$ cat config.mk
export PLATFORM = sky130hd
export DESIGN_NAME = serial_port
export DESIGN_NICKNAME = d
export VERILOG_FILES = /design/src/serial_port_pkg.sv /design/src/serial_port.sv
export SDC_FILE = /design/constraint.sdc
export NUM_CORES = 1
export LEC_CHECK = 0
export BUFFER_PORTS_ARGS = -buffer_cell sky130_fd_sc_hd__buf_2
export CAP_MARGIN = 40
export CORE_UTILIZATION = 60
export CTS_CLUSTER_DIAMETER = 150
export DETAILED_ROUTE_END_ITERATION = 10
export GPL_TIMING_DRIVEN = 0
export PLACE_DENSITY = 0.78
export SYNTH_ARGS = -nofsm -noshare
export SYNTH_HDL_FRONTEND = slang
export SYNTH_SLANG_ARGS = --single-unit
$ cat constraint.sdc
create_clock -name clk_i -period 10.7 [get_ports clk_i]
set_input_delay 2.14 -clock clk_i [delete_from_list [all_inputs] [get_ports clk_i]]
set_output_delay 2.14 -clock clk_i [all_outputs]
set_load 0.005 [all_outputs]
$ cat src/serial_port_pkg.sv
// Package: constants and carriers for the infrared-capable serial port.
// Assumes a single clock domain and a classic Wishbone slave bus.
package serial_port_pkg;

  // ----------------------------------------
  // Register word offsets (byte addresses)
  // ----------------------------------------
  localparam logic [5:0] data_addr = 6'h00;
  localparam logic [5:0] divisor_low_addr = 6'h04;
  localparam logic [5:0] divisor_high_byte_addr = 6'h08;
  localparam logic [5:0] divisor_fraction_addr = 6'h0c;
  localparam logic [5:0] char_format_register_addr = 6'h10;
  localparam logic [5:0] modem_ctrl_register_addr = 6'h14;
  localparam logic [5:0] line_status_addr = 6'h18;
  localparam logic [5:0] irq_ident_reg_addr = 6'h1c;
  localparam logic [5:0] lowpower_divisor_low_addr = 6'h20;
  localparam logic [5:0] lowpower_divisor_high_addr = 6'h24;
  localparam logic [5:0] soft_reset_addr = 6'h28;

  // ----------------------------------------
  // Field positions
  // ----------------------------------------
  localparam int fmt_parity_en_bit = 3;
  localparam int fmt_even_bit = 4;
  localparam int fmt_stop_bit = 2;
  localparam int fmt_break_bit = 6;
  localparam int modem_infrared_bit = 6;
  localparam int modem_lowpower_bit = 5;

  // ----------------------------------------
  // Reset values and encodings
  // ----------------------------------------
  localparam logic [7:0] fmt_reset = 8'h03;
  localparam logic [15:0] divisor_reset = 16'h0001;
  localparam logic [3:0] iid_line = 4'h6;
  localparam logic [3:0] iid_rx_data = 4'h4;
  localparam logic [3:0] iid_timeout = 4'hc;
  localparam logic [3:0] iid_tx_empty = 4'h2;
  localparam logic [3:0] iid_none = 4'h1;

  // ----------------------------------------
  // Timing constants
  // ----------------------------------------
  localparam logic [3:0] ticks_last = 4'hf;
  localparam logic [3:0] ticks_mid = 4'h7;
  localparam logic [3:0] half_last = 4'h7;
  localparam logic [3:0] pulse_ticks = 4'h3;
  localparam int timeout_chars = 4;
  localparam int fraction_bits = 4;

  // ----------------------------------------
  // Types
  // ----------------------------------------
  typedef enum logic [1:0] {idle_s, start_s, data_s, stop_s} phase_t;

  typedef struct packed {
    logic [7:0] data;
    logic parity_err;
    logic frame_err;
    logic brk;
  } rx_char_t;

endpackage

$ cat src/serial_port.sv
// Serial port with programmable framing, fractional divisor and IR encoding.
// Assumes classic Wishbone master; pins synchronous to clk_i.
`timescale 1ns/1ps

module serial_port #(
  parameter int fifo_depth = 16,
  parameter bit has_fifo = 1'b1,
  parameter bit has_infrared = 1'b1
) (
  // Clock and reset
  input wire logic clk_i,
  input wire logic rst_i,
  input wire logic ce_i,
  // Wishbone slave
  input wire logic cyc_i,
  input wire logic stb_i,
  input wire logic we_i,
  input wire logic [5:0] adr_i,
  input wire logic [3:0] sel_i,
  input wire logic [31:0] dat_i,
  output logic [31:0] dat_o,
  output logic ack_o,
  // Serial pins
  input wire logic sin_i,
  output logic sout_o,
  input wire logic sir_in_i,
  output logic sir_out_n_o,
  input wire logic cts_n_i,
  output logic rts_n_o,
  output logic baudout_n_o
);

  initial begin
    if (fifo_depth < 2 || fifo_depth > 256 || (fifo_depth & (fifo_depth - 1)) != 0) begin
      $error("fifo_depth must be a power of two from 2 to 256");
    end
  end

  localparam int aw = $clog2(fifo_depth);

  // ----------------------------------------
  // Registers
  // ----------------------------------------
  logic [7:0] char_format_register;
  logic [7:0] modem_ctrl_register;
  logic [15:0] divisor;
  logic [3:0] divisor_fraction;
  logic [15:0] lowpower_divisor;
  logic tx_full;
  logic [7:0] tx_hold;
  serial_port_pkg::rx_char_t rx_mem [fifo_depth];
  logic [aw:0] rx_wp;
  logic [aw:0] rx_rp;
  logic line_event;
  logic timeout_flag;
  logic tx_empty_irq;

  // ----------------------------------------
  // Bus decode
  // ----------------------------------------
  wire bus_req = cyc_i && stb_i && !ack_o;
  wire wr = bus_req && we_i && sel_i[0];
  wire rd = bus_req && !we_i;
  wire infrared = has_infrared && modem_ctrl_register[serial_port_pkg::modem_infrared_bit];
  wire [aw:0] rx_count = rx_wp - rx_rp;
  wire rx_empty = rx_count == '0;
  wire rx_full = has_fifo ? rx_count[aw] : !rx_empty;
  wire serial_port_pkg::rx_char_t rx_head = rx_mem[rx_rp[aw-1:0]];
  wire rd_data = rd && adr_i == serial_port_pkg::data_addr;
  wire rd_lsr = rd && adr_i == serial_port_pkg::line_status_addr;
  wire rd_iir = rd && adr_i == serial_port_pkg::irq_ident_reg_addr;
  wire wr_data = wr && adr_i == serial_port_pkg::data_addr && !tx_full;
  wire soft_rst = wr && adr_i == serial_port_pkg::soft_reset_addr && dat_i[0];
  wire srst = rst_i || soft_rst;
  wire [7:0] lsr = {1'b0, !tx_full, !tx_full, rx_head.brk && !rx_empty,
                    rx_head.frame_err && !rx_empty, rx_head.parity_err && !rx_empty,
                    1'b0, !rx_empty};
  wire [3:0] iid = line_event ? serial_port_pkg::iid_line :
                   !rx_empty ? serial_port_pkg::iid_rx_data :
                   timeout_flag ? serial_port_pkg::iid_timeout :
                   tx_empty_irq ? serial_port_pkg::iid_tx_empty :
                   serial_port_pkg::iid_none;
  logic [31:0] rd_mux;
  always_comb begin
    unique case (adr_i)
      serial_port_pkg::data_addr: rd_mux = {24'h0, rx_head.data};
      serial_port_pkg::divisor_low_addr: rd_mux = {24'h0, divisor[7:0]};
      serial_port_pkg::divisor_high_byte_addr: rd_mux = {24'h0, divisor[15:8]};
      serial_port_pkg::divisor_fraction_addr: rd_mux = {28'h0, divisor_fraction};
      serial_port_pkg::char_format_register_addr: rd_mux = {24'h0, char_format_register};
      serial_port_pkg::modem_ctrl_register_addr: rd_mux = {24'h0, modem_ctrl_register};
      serial_port_pkg::line_status_addr: rd_mux = {24'h0, lsr};
      serial_port_pkg::irq_ident_reg_addr: rd_mux = {28'h0, iid};
      serial_port_pkg::lowpower_divisor_low_addr: rd_mux = {24'h0, lowpower_divisor[7:0]};
      serial_port_pkg::lowpower_divisor_high_addr: rd_mux = {24'h0, lowpower_divisor[15:8]};
      default: rd_mux = 32'h0;
    endcase
  end

  always_ff @(posedge clk_i) begin
    if (rst_i) begin
      ack_o <= 1'b0;
      dat_o <= 32'h0;
    end else if (ce_i) begin
      ack_o <= bus_req;
      dat_o <= rd ? rd_mux : 32'h0;
    end
  end

  always_ff @(posedge clk_i) begin
    if (srst) begin
      char_format_register <= serial_port_pkg::fmt_reset;
      modem_ctrl_register <= 8'h00;
      divisor <= serial_port_pkg::divisor_reset;
      divisor_fraction <= 4'h0;
      lowpower_divisor <= serial_port_pkg::divisor_reset;
    end else if (ce_i && wr) begin
      unique case (adr_i)
        serial_port_pkg::divisor_low_addr: divisor[7:0] <= dat_i[7:0];
        serial_port_pkg::divisor_high_byte_addr: divisor[15:8] <= dat_i[7:0];
        serial_port_pkg::divisor_fraction_addr: divisor_fraction <= dat_i[3:0];
        serial_port_pkg::char_format_register_addr: char_format_register <= dat_i[7:0];
        serial_port_pkg::modem_ctrl_register_addr: modem_ctrl_register <= dat_i[7:0];
        serial_port_pkg::lowpower_divisor_low_addr: lowpower_divisor[7:0] <= dat_i[7:0];
        serial_port_pkg::lowpower_divisor_high_addr: lowpower_divisor[15:8] <= dat_i[7:0];
        default: ;
      endcase
    end
  end

  // ----------------------------------------
  // Fractional baud tick generator
  // ----------------------------------------
  logic [15:0] baud_cnt;
  logic [3:0] frac_acc;
  logic tick;
  wire [4:0] frac_sum = {1'b0, frac_acc} + {1'b0, divisor_fraction};
  wire [15:0] reload = frac_sum[4] ? divisor : divisor - 16'h0001;
  always_ff @(posedge clk_i) begin
    if (srst) begin
      baud_cnt <= 16'h0;
      frac_acc <= 4'h0;
      tick <= 1'b0;
      baudout_n_o <= 1'b1;
    end else if (ce_i) begin
      tick <= baud_cnt == 16'h0;
      baudout_n_o <= !(baud_cnt == 16'h0);
      if (baud_cnt == 16'h0) begin
        baud_cnt <= reload;
        frac_acc <= frac_sum[3:0];
      end else begin
        baud_cnt <= baud_cnt - 16'h0001;
      end
    end
  end

  // ----------------------------------------
  // Frame format
  // ----------------------------------------
  wire [3:0] nbits = infrared ? 4'h8 : 4'h5 + {2'b00, char_format_register[1:0]};
  wire par_en = !infrared && char_format_register[serial_port_pkg::fmt_parity_en_bit];
  wire par_even = char_format_register[serial_port_pkg::fmt_even_bit];
  wire two_stop = !infrared && char_format_register[serial_port_pkg::fmt_stop_bit];
  wire half_stop = two_stop && char_format_register[1:0] == 2'b00;

  // ----------------------------------------
  // Transmitter
  // ----------------------------------------
  serial_port_pkg::phase_t tx_ph;
  logic [3:0] tx_tick;
  logic [3:0] tx_idx;
  logic [8:0] tx_sh;
  logic tx_line;
  logic tx_busy_stop2;
  wire tx_allowed = !has_fifo || !cts_n_i;
  wire [3:0] tx_last = tx_busy_stop2 && half_stop ? serial_port_pkg::half_last :
                       serial_port_pkg::ticks_last;
  always_ff @(posedge clk_i) begin
    if (srst) begin
      tx_ph <= serial_port_pkg::idle_s;
      tx_tick <= 4'h0;
      tx_idx <= 4'h0;
      tx_sh <= 9'h1ff;
      tx_line <= 1'b1;
      tx_full <= 1'b0;
      tx_hold <= 8'h0;
      tx_busy_stop2 <= 1'b0;
      tx_empty_irq <= 1'b0;
    end else if (ce_i) begin
      if (wr_data) begin
        tx_hold <= dat_i[7:0];
        tx_full <= 1'b1;
        tx_empty_irq <= 1'b0;
      end else if (rd_iir && iid == serial_port_pkg::iid_tx_empty) begin
        tx_empty_irq <= 1'b0;
      end
      if (tick) begin
        unique case (tx_ph)
          serial_port_pkg::idle_s: begin
            if (tx_full && tx_allowed) begin
              tx_sh <= {^tx_hold[7:0] ^ !par_even, tx_hold};
              tx_full <= 1'b0;
              tx_empty_irq <= 1'b1;
              tx_line <= 1'b0;
              tx_tick <= 4'h0;
              tx_ph <= serial_port_pkg::start_s;
            end
          end
          serial_port_pkg::start_s: begin
            tx_tick <= tx_tick + 4'h1;
            if (tx_tick == serial_port_pkg::ticks_last) begin
              tx_line <= tx_sh[0];
              tx_idx <= 4'h1;
              tx_ph <= serial_port_pkg::data_s;
            end
          end
          serial_port_pkg::data_s: begin
            tx_tick <= tx_tick + 4'h1;
            if (tx_tick == serial_port_pkg::ticks_last) begin
              tx_idx <= tx_idx + 4'h1;
              if (tx_idx < nbits) begin
                tx_line <= tx_sh[tx_idx];
              end else if (tx_idx == nbits && par_en) begin
                tx_line <= ^(tx_sh[7:0] & (8'hff >> (4'h8 - nbits))) ^ !par_even;
              end else begin
                tx_line <= 1'b1;
                tx_busy_stop2 <= 1'b0;
                tx_ph <= serial_port_pkg::stop_s;
              end
            end
          end
          serial_port_pkg::stop_s: begin
            tx_tick <= tx_tick + 4'h1;
            if (tx_tick == tx_last) begin
              tx_tick <= 4'h0;
              if (two_stop && !tx_busy_stop2) begin
                tx_busy_stop2 <= 1'b1;
              end else begin
                tx_ph <= serial_port_pkg::idle_s;
              end
            end
          end
        endcase
      end
    end
  end

  wire brk = char_format_register[serial_port_pkg::fmt_break_bit];
  wire ir_pulse = !tx_line && tx_tick < serial_port_pkg::pulse_ticks;
  always_ff @(posedge clk_i) begin
    if (srst) begin
      sout_o <= 1'b1;
      sir_out_n_o <= 1'b1;
      rts_n_o <= 1'b1;
    end else if (ce_i) begin
      sout_o <= infrared ? 1'b1 : tx_line && !brk;
      sir_out_n_o <= !(infrared && (ir_pulse || brk));
      rts_n_o <= has_fifo ? rx_full : 1'b1;
    end
  end

  // ----------------------------------------
  // Receiver
  // ----------------------------------------
  // Infrared pulse is stretched to a full bit so the normal sampler sees it
  logic [3:0] ir_hold;
  logic rx_prev;
  wire ir_low = !sir_in_i;
  // Own transmission masks the infrared receiver
  wire rx_line = infrared ? (ir_hold == 4'h0 || tx_ph != serial_port_pkg::idle_s) : sin_i;
  always_ff @(posedge clk_i) begin
    if (srst) begin
      ir_hold <= 4'h0;
    end else if (ce_i) begin
      if (ir_low) begin
        ir_hold <= serial_port_pkg::ticks_last;
      end else if (tick && ir_hold != 4'h0) begin
        ir_hold <= ir_hold - 4'h1;
      end
    end
  end

  serial_port_pkg::phase_t rx_ph;
  logic [3:0] rx_tick;
  logic [3:0] rx_idx;
  logic [7:0] rx_sh;
  logic rx_par;
  logic [9:0] idle_chars;
  wire rx_push = tick && rx_ph == serial_port_pkg::stop_s && rx_tick == serial_port_pkg::ticks_last;
  wire [7:0] rx_data = rx_sh >> (4'h8 - nbits);
  wire par_bad = par_en && (^rx_data ^ rx_par ^ !par_even);
  wire is_break = !rx_line && rx_sh == 8'h00 && !rx_par;
  always_ff @(posedge clk_i) begin
    if (srst) begin
      rx_ph <= serial_port_pkg::idle_s;
      rx_tick <= 4'h0;
      rx_idx <= 4'h0;
      rx_sh <= 8'h0;
      rx_par <= 1'b0;
      rx_prev <= 1'b1;
    end else if (ce_i && tick) begin
      rx_prev <= rx_line;
      rx_tick <= rx_tick + 4'h1;
      unique case (rx_ph)
        serial_port_pkg::idle_s: begin
          rx_tick <= 4'h0;
          if (rx_prev && !rx_line) begin
            rx_ph <= serial_port_pkg::start_s;
          end
        end
        serial_port_pkg::start_s: begin
          if (rx_tick == serial_port_pkg::ticks_mid) begin
            rx_tick <= 4'h0;
            rx_idx <= 4'h0;
            rx_ph <= rx_line ? serial_port_pkg::idle_s : serial_port_pkg::data_s;
          end
        end
        serial_port_pkg::data_s: begin
          if (rx_tick == serial_port_pkg::ticks_last) begin
            rx_idx <= rx_idx + 4'h1;
            if (rx_idx < nbits) begin
              rx_sh <= {rx_line, rx_sh[7:1]};
            end else begin
              rx_par <= rx_line;
            end
            if (rx_idx + 4'h1 == nbits + {3'b000, par_en}) begin
              rx_ph <= serial_port_pkg::stop_s;
            end
          end
        end
        serial_port_pkg::stop_s: begin
          if (rx_tick == serial_port_pkg::ticks_last) begin
            rx_ph <= serial_port_pkg::idle_s;
          end
        end
      endcase
    end
  end

  always_ff @(posedge clk_i) begin
    if (rx_push && ce_i && !rx_full) begin
      rx_mem[rx_wp[aw-1:0]] <= '{data: rx_data, parity_err: par_bad,
                                 frame_err: !rx_line, brk: is_break};
    end
  end

  wire rx_pop = rd_data && !rx_empty;
  always_ff @(posedge clk_i) begin
    if (srst) begin
      rx_wp <= '0;
      rx_rp <= '0;
      line_event <= 1'b0;
      timeout_flag <= 1'b0;
      idle_chars <= 10'h0;
    end else if (ce_i) begin
      if (rx_push && !rx_full) begin
        rx_wp <= rx_wp + 1'b1;
      end
      if (rx_pop) begin
        rx_rp <= rx_rp + 1'b1;
      end
      if (rx_push && (par_bad || !rx_line || is_break || rx_full)) begin
        line_event <= 1'b1;
      end else if (rd_lsr) begin
        line_event <= 1'b0;
      end
      if (rx_push || rx_pop || rx_empty) begin
        idle_chars <= 10'h0;
        timeout_flag <= 1'b0;
      end else if (tick && rx_ph == serial_port_pkg::idle_s) begin
        idle_chars <= idle_chars + 10'h1;
        if (idle_chars == 10'(serial_port_pkg::timeout_chars * 10 * 16)) begin
          timeout_flag <= has_fifo;
        end
      end
    end
  end

endmodule

; ---- Word-level counts from Yosys, hierarchy flattened
; Memory sizes are Yosys's and may differ from the RTL's. A register that Yosys moved wholly into a read port is not among the register bits.
; Index checks and enable logic that the tools add are counted.
[word_totals]
ramBits = 176
reg_bits = 187
word_cells = 287
inputBits = 51
output_inout_bits = 37
n_memories = 1
[classes]
n_lt_le_gt_ge = 4
add_sub_neg = 15
eq_ne = 38
shifts = 2
mux = 74
reduce_logical = 110
bitwise_logic = 6
[memory_table]
columns = name, depth, width, read_ports, rd_ports_with_merged_regs, wr, line
row1 = rx_mem, 16, 11, 1, 1, 1, serial_port.sv:51  ; serial_port_pkg::rx_char_t rx_mem [fifo_depth];
[op_table]
columns = operator, count
row1 = $pmux W8 S10, 1
row2 = $mux W4, 16
row3 = $logic_and A1 B1 Y1, 41
row4 = $mux W16, 2
row5 = $mux W32, 1
row6 = $sub A16 B1 Y16 const B, 2
row7 = $mux W1, 29
row8 = $mux W2, 14
row9 = $reduce_and A2 Y1, 14
row10 = $eq A6 B5 Y1 const B, 4
row11 = $ne A2 B2 Y1 const B, 12
row12 = $pmux W4 S2, 3
row13 = $reduce_xor A8 Y1, 3
row14 = $mux W10, 2
row15 = $eq A6 B6 Y1 const B, 3
row16 = $add A4 B1 Y4 const B, 4
row17 = $logic_not A16 Y1, 1
row18 = $pmux W2 S4, 2
row19 = $reduce_and A4 Y1, 4
row20 = $logic_not A1 Y1, 15
row21 = $reduce_bool A2 Y1, 7
row22 = $eq A4 B4 Y1, 3
row23 = $eq A6 B4 Y1 const B, 2
row24 = $pmux W4 S3, 1
row25 = 41 further kinds, 63

; ---- Logic depth before layout (Yosys ltp)
[logic_depth]
ltp_word = 14
ltp_mapped = 13
depth_no_buf = 12

; ---- Least setup slack after synthesis
; OpenSTA, ideal clock, no wires.
[synth_path]
kind = input port to flip-flop
startpoint = input port adr_i[3]
endpoint = register timeout_flag
t_arrival_ps = 3914
path_buffers = 3
cell_stages = 9
required_time_ps = 10584
setup_ps = 116
slack_ps = 6670
path_cell_list = clkbuf_1 > nor2_1 > and2_1 > buf_2 > a21o_1 > o21ai_1 > clkbuf_1 > a21oi_1 > o211a_1
[synth_via]
elab_chain_len = 7
elab_cells_between_ends = 13
cone_classes = 1 x eq/ne / 1 x mux / 11 x reduce/logical
[synth_lines]
columns = item, line
row1 = "start, declared", serial_port.sv:18  ; input wire logic [5:0] adr_i,
row2 = $logic_not A6 Y1, serial_port.sv:69  ; wire rd_data = rd && adr_i == serial_port_pkg::data_addr;
row3 = $logic_and A1 B1 Y1, serial_port.sv:69
row4 = $logic_and A1 B1 Y1, serial_port.sv:347  ; wire rx_pop = rd_data && !rx_empty;
row5 = $logic_or A1 B1 Y1 (2 in series), serial_port.sv:367  ; if (rx_push || rx_pop || rx_empty) begin
row6 = $reduce_bool A2 Y1 (no line), --
row7 = $reduce_and A3 Y1 (no line), --
row8 = "end signal, assigned", serial_port.sv:373  ; timeout_flag <= has_fifo;
row9 = "end, declared", serial_port.sv:55  ; logic timeout_flag;
; Several ways; a longest one is shown, not always the timed one.
; A chain may end at the register's enable or synchronous reset.

; ---- Worst setup path in the final report
[layout_path]
startpoint = input port ce_i
endpoint = memory rx_mem[8][3] (netlist name) (enable)
[layout_via]
elab_chain_len = 4
[layout_lines]
columns = item, line
row1 = "start, declared", serial_port.sv:13  ; input wire logic ce_i,
row2 = $logic_and A1 B1 Y1 (2 in series), serial_port.sv:341  ; if (rx_push && ce_i && !rx_full) begin
row3 = $mux W1, serial_port.sv:341
row4 = $mux W1 (not written as such), serial_port.sv:342  ; rx_mem[rx_wp[aw-1:0]] <= '{data: rx_data, parity_err: par_bad,
row5 = "end, declared", serial_port.sv:51
; No other way between the ends.

==> Flow_metrics.wiki <==
{| class="wikitable"
! Metric !! Value
|-
| Hold Fails Final Rpt || 0
|-
| Final Slew Violations || 0
|-
| Type of the worst setup path || in -> reg
|-
| Length of routed met2 wiring || 20.4 mm
|-
| CTS hold repair buffers || 0
|-
| Detail Route Antenna Nets || 0
|-
| Class of the most critical hold timing path || reg -> reg
|-
| Buffers on Ports || 31
|-
| Cell type contributing the most total cell area after synthesis || edfxtp_1
|-
| List of cells traversed by the critical path || buf_2, clkbuf_1, nand2_1, a21oi_1, clkbuf_1, and3_1
|-
| Headroom to the max-slew limit || 0.349
|-
| Worst endpoint required time || 10840 ps
|-
| Via Count || 11800
|-
| Die width || 167 µm
|-
| Cell leakage power || ~6.9 nW
|-
| Number of instances in the synthesized netlist || around 1400
|-
| Routed wire length || 42.1 mm
|-
| Summed negative setup slack over all endpoints || 0 ps
|-
| Status || complete, no violations
|-
| Max Fanout on Critical Path || 11
|-
| CTS max path bufs || 3
|-
| Starting DRC count in detailed routing || about 1200
|-
| Area of the core || roughly 0.027 mm²
|-
| Post-route design area || roughly 0.018 mm²
|-
| Overall overflow remaining after global route || 0
|-
| Drt wl/cell || about 22 µm
|-
| Post-cts gate resize count || 0
|-
| Wire length of the first global-routing pass || about 65 mm
|-
| Pwr per Cell Area || 155 mW/mm²
|-
| Met3 wire length || between 3 and 4 mm
|-
| Share of cells above drive strength 1 || 0.136
|-
| Slew at the pin closest to its max-slew limit || slightly below 1000 ps
|-
| Synth area leaders || edfxtp_1, dfxtp_1, mux4_2
|-
| Setup WS post-layout || 5890 ps
|-
| H-tree levels || 2
|-
| Clock buffer count from CTS || 36
|-
| Part of the Yosys area used for sequential elements || 0.526
|-
| Height of the die || 167 µm
|-
| Per-instance average area after synthesis || around 12 µm²
|-
| Hold Startpoint || dat_o[5]$_SDFFE_PP0P_
|-
| Largest stage delay, worst path || 780 ps
|-
| Setup violators final || 0
|-
| Area share of the largest cell type after synthesis || 0.322
|-
| Worst slack at placement || between 5000 and 6000 ps
|-
| TritonCTS clock tree || built
|-
| NumNets Final || about 1600
|-
| Routability cong. || 0.922
|-
| Largest net degree at the start of global routing || 18
|-
| DRC violation count after routing || 0
|-
| Crit end category || register
|-
| Share of the clock period used by the worst path after layout || 0.449
|-
| Number of buffers inserted by post-CTS setup repair || 0
|-
| Clock-pin transition on the worst setup and hold timing paths || 60 ps
|-
| Peak supply drop || 226 µV
|-
| Max Fclk || 208 MHz
|-
| Number of max-cap violations || 0
|-
| Layout overhead on the synthesized area || 11.1%
|-
| End of the worst hold path || dat_o[5]$_SDFFE_PP0P_
|-
| Post-detailed-placement cell area || 0.0172 mm²
|-
| Starting density of the core || 0.610
|-
| Via count of the first global-routing pass || 11600
|-
| Pre-antenna DRT Iters || 7
|-
| Boundary pin count || 88
|-
| Gr usage total || 0.304
|-
| Clock latency at the later pin of the worst-skew pair || 530 ps
|-
| Sink count of the clock tree || 343
|-
| DRT met1 WL || ~17 mm
|-
| Arrival time at the worst endpoint || 4950 ps
|-
| Full die area || 0.0280 mm²
|-
| Crit path launch type || input port
|-
| Unique cell type count in the Yosys netlist || 78
|-
| Setup repair after global routing missed its margin || false
|-
| Slowest cell on the critical path || and3_1
|-
| Antenna Diode Count || 0
|-
| Total of flip-flops plus latches after synthesis || 343
|-
| Number of cells traversed by the worst register-to-register path || 13
|-
| Reg2Reg Capture Point || rx_mem[14][2]$_DFFE_PP_
|-
| Num rows || 60
|-
| Clock tree root driver cell || clkbuf_16
|-
| Worst reg-to-reg setup slack || 6430 ps
|-
| DP HPWL || 28.1 mm
|-
| Highest metal used || met4
|-
| Count of flip-flops with a built-in enable after synthesis || 176
|-
| Count of yosys warnings during synthesis || 0
|-
| Prevailing post-synth register cell || edfxtp_1
|-
| Antenna violations before repair || 0
|-
| Ys async rst share || 0
|-
| Fin crit period || 4810 ps
|-
| Crit path top cell by count || clkbuf_1
|-
| Total standard cell area after synthesis || 0.0164 mm²
|-
| Routed vias/inst || roughly 6.3
|-
| Reg2Reg Launch Point || modem_ctrl_register[6]$_SDFFE_PP0P_
|-
| Worst Clk Skew || 16.1 ps
|-
| Cell depth of the worst min-delay path || 2
|}
[sequential cells by signal (all words and copies together) (netlist names), 9 cells and up, named ones only]
signal / cells
rx_mem: 176
lowpower_divisor: 16
tx_sh: 9
divisor: 16
idle_chars: 10
baud_cnt: 16
[layout make-up]
type / instances / area [µm²]
clock inverter: 9 / 81.3
sequential: 343 / 8630
buffer: 98 / 478
tap: 341 / 427
multi-input combinational: 959 / 7220
timing repair buffer: 42 / 244
fill: 1970 / 8660
inverter: 47 / 176
clock buffer: 46 / 958
[Yosys cell counts (4+ instances only)]
master / n
edfxtp_1: 176
dfxtp_1: 167
nor2_1: 150
nand2_1: 98
mux2i_1: 97
a21oi_1: 64
mux4_2: 57
clkbuf_1: 55
inv_1: 46
xnor2_1: 43
nand3_1: 41
ha_1: 39
and3_1: 30
o21ai_0: 29
buf_4: 25
nand2b_1: 22
nor3_1: 22
a211oi_1: 20
xor2_1: 19
nor2b_1: 16
a22oi_1: 15
nand4_1: 14
buf_2: 13
and2_1: 12
nand3b_1: 12
nor4_1: 12
a31oi_1: 9
nor3b_1: 6
nor4b_1: 6
o211ai_1: 6
or3_1: 6
buf_1: 5
mux2_2: 5
o21ai_1: 5
or4_1: 5
a21o_1: 4
a221oi_1: 4
o21a_1: 4
[how the worst max path moves through the flow]
stage	startpoint	endpoint	cells after the start
final	ce_i	rx_mem[8][3]$_DFFE_PP_	6
after global routing	ce_i	rx_mem[8][3]$_DFFE_PP_	6
after CTS	ce_i	rx_mem[8][3]$_DFFE_PP_	6
after detailed placement	ce_i	rx_mem[6][0]$_DFFE_PP_	6
after global placement	ce_i	rx_mem[3][6]$_DFFE_PP_	5
after floorplan	adr_i[3]	timeout_flag$_SDFFE_PP0P_	9
[routing by layer]
layer,vias up,track usage
li1,5388,-
met1,5724,0.394
met2,590,0.513
met3,132,0.0395
met4,0,0.137
met5,-,0
[kinds of logic (layout without fill, tap and decap cells)]
kind of cell | count (synthesis) | count (layout) | synth area share
and+or+nand+nor | 470 | 470 | 0.143
DFF | 343 | 343 | 0.526
AOI/OAI and AO/OA | 202 | 202 | 0.0830
muxes | 160 | 160 | 0.142
buffers and inverters | 145 | 242 | 0.0399
xor gates and xnor gates | 63 | 63 | 0.0345
adders and majority gates | 40 | 40 | 0.0310
other | 1 | 24 | 0.000229
[through the flow]
step           utilization  total power [mW]  hold slack, ps  std cells
2_1_floorplan            -              1.63             438       1447
6_report             0.678              2.82             471       1885
3_3_place_gp         0.635              1.70             447       1819
3_5_place_dp         0.639              1.70             458       1829
4_1_cts              0.677              2.82             471       1884
5_1_grt              0.678              2.91             502       1885
[report_power, final]
part	total (mW)	internal [mW]	switching (mW)
clock network	1.14	0.634	0.510
registers	1.43	1.40	0.0295
logic	0.250	0.0945	0.156
total	2.82	2.13	0.695
[worst max-delay path, delay by kind of cell]
family	cells	cell delay, ps
AOI/OAI and AO/OA	1	580
and+or+nand+nor	2	1060
buffers and inverters	3	1160
[layout by cell type (no fill, tap or decap), types with 8 or more instances in the layout]
master       n
mux2i_1     97
dfxtp_1    167
xnor2_1     43
edfxtp_1   176
buf_2       46
and3_1      30
ha_1        39
nand2_1     98
nand3_1     41
xor2_1      19
nor4_1      12
nor2_1     150
inv_1       46
nand3b_1    12
a31oi_1      8
nor3_1      20
nand4_1     14
clkbuf_1    63
a22oi_1     15
nand2b_1    22
conb_1      24
a211oi_1    19
o21ai_0     29
buf_4       32
a21oi_1     64
nor2b_1     15
mux4_2      57
clkbuf_16   36
and2_1      12
No activity file was read; power rests on OpenSTA's default activity.
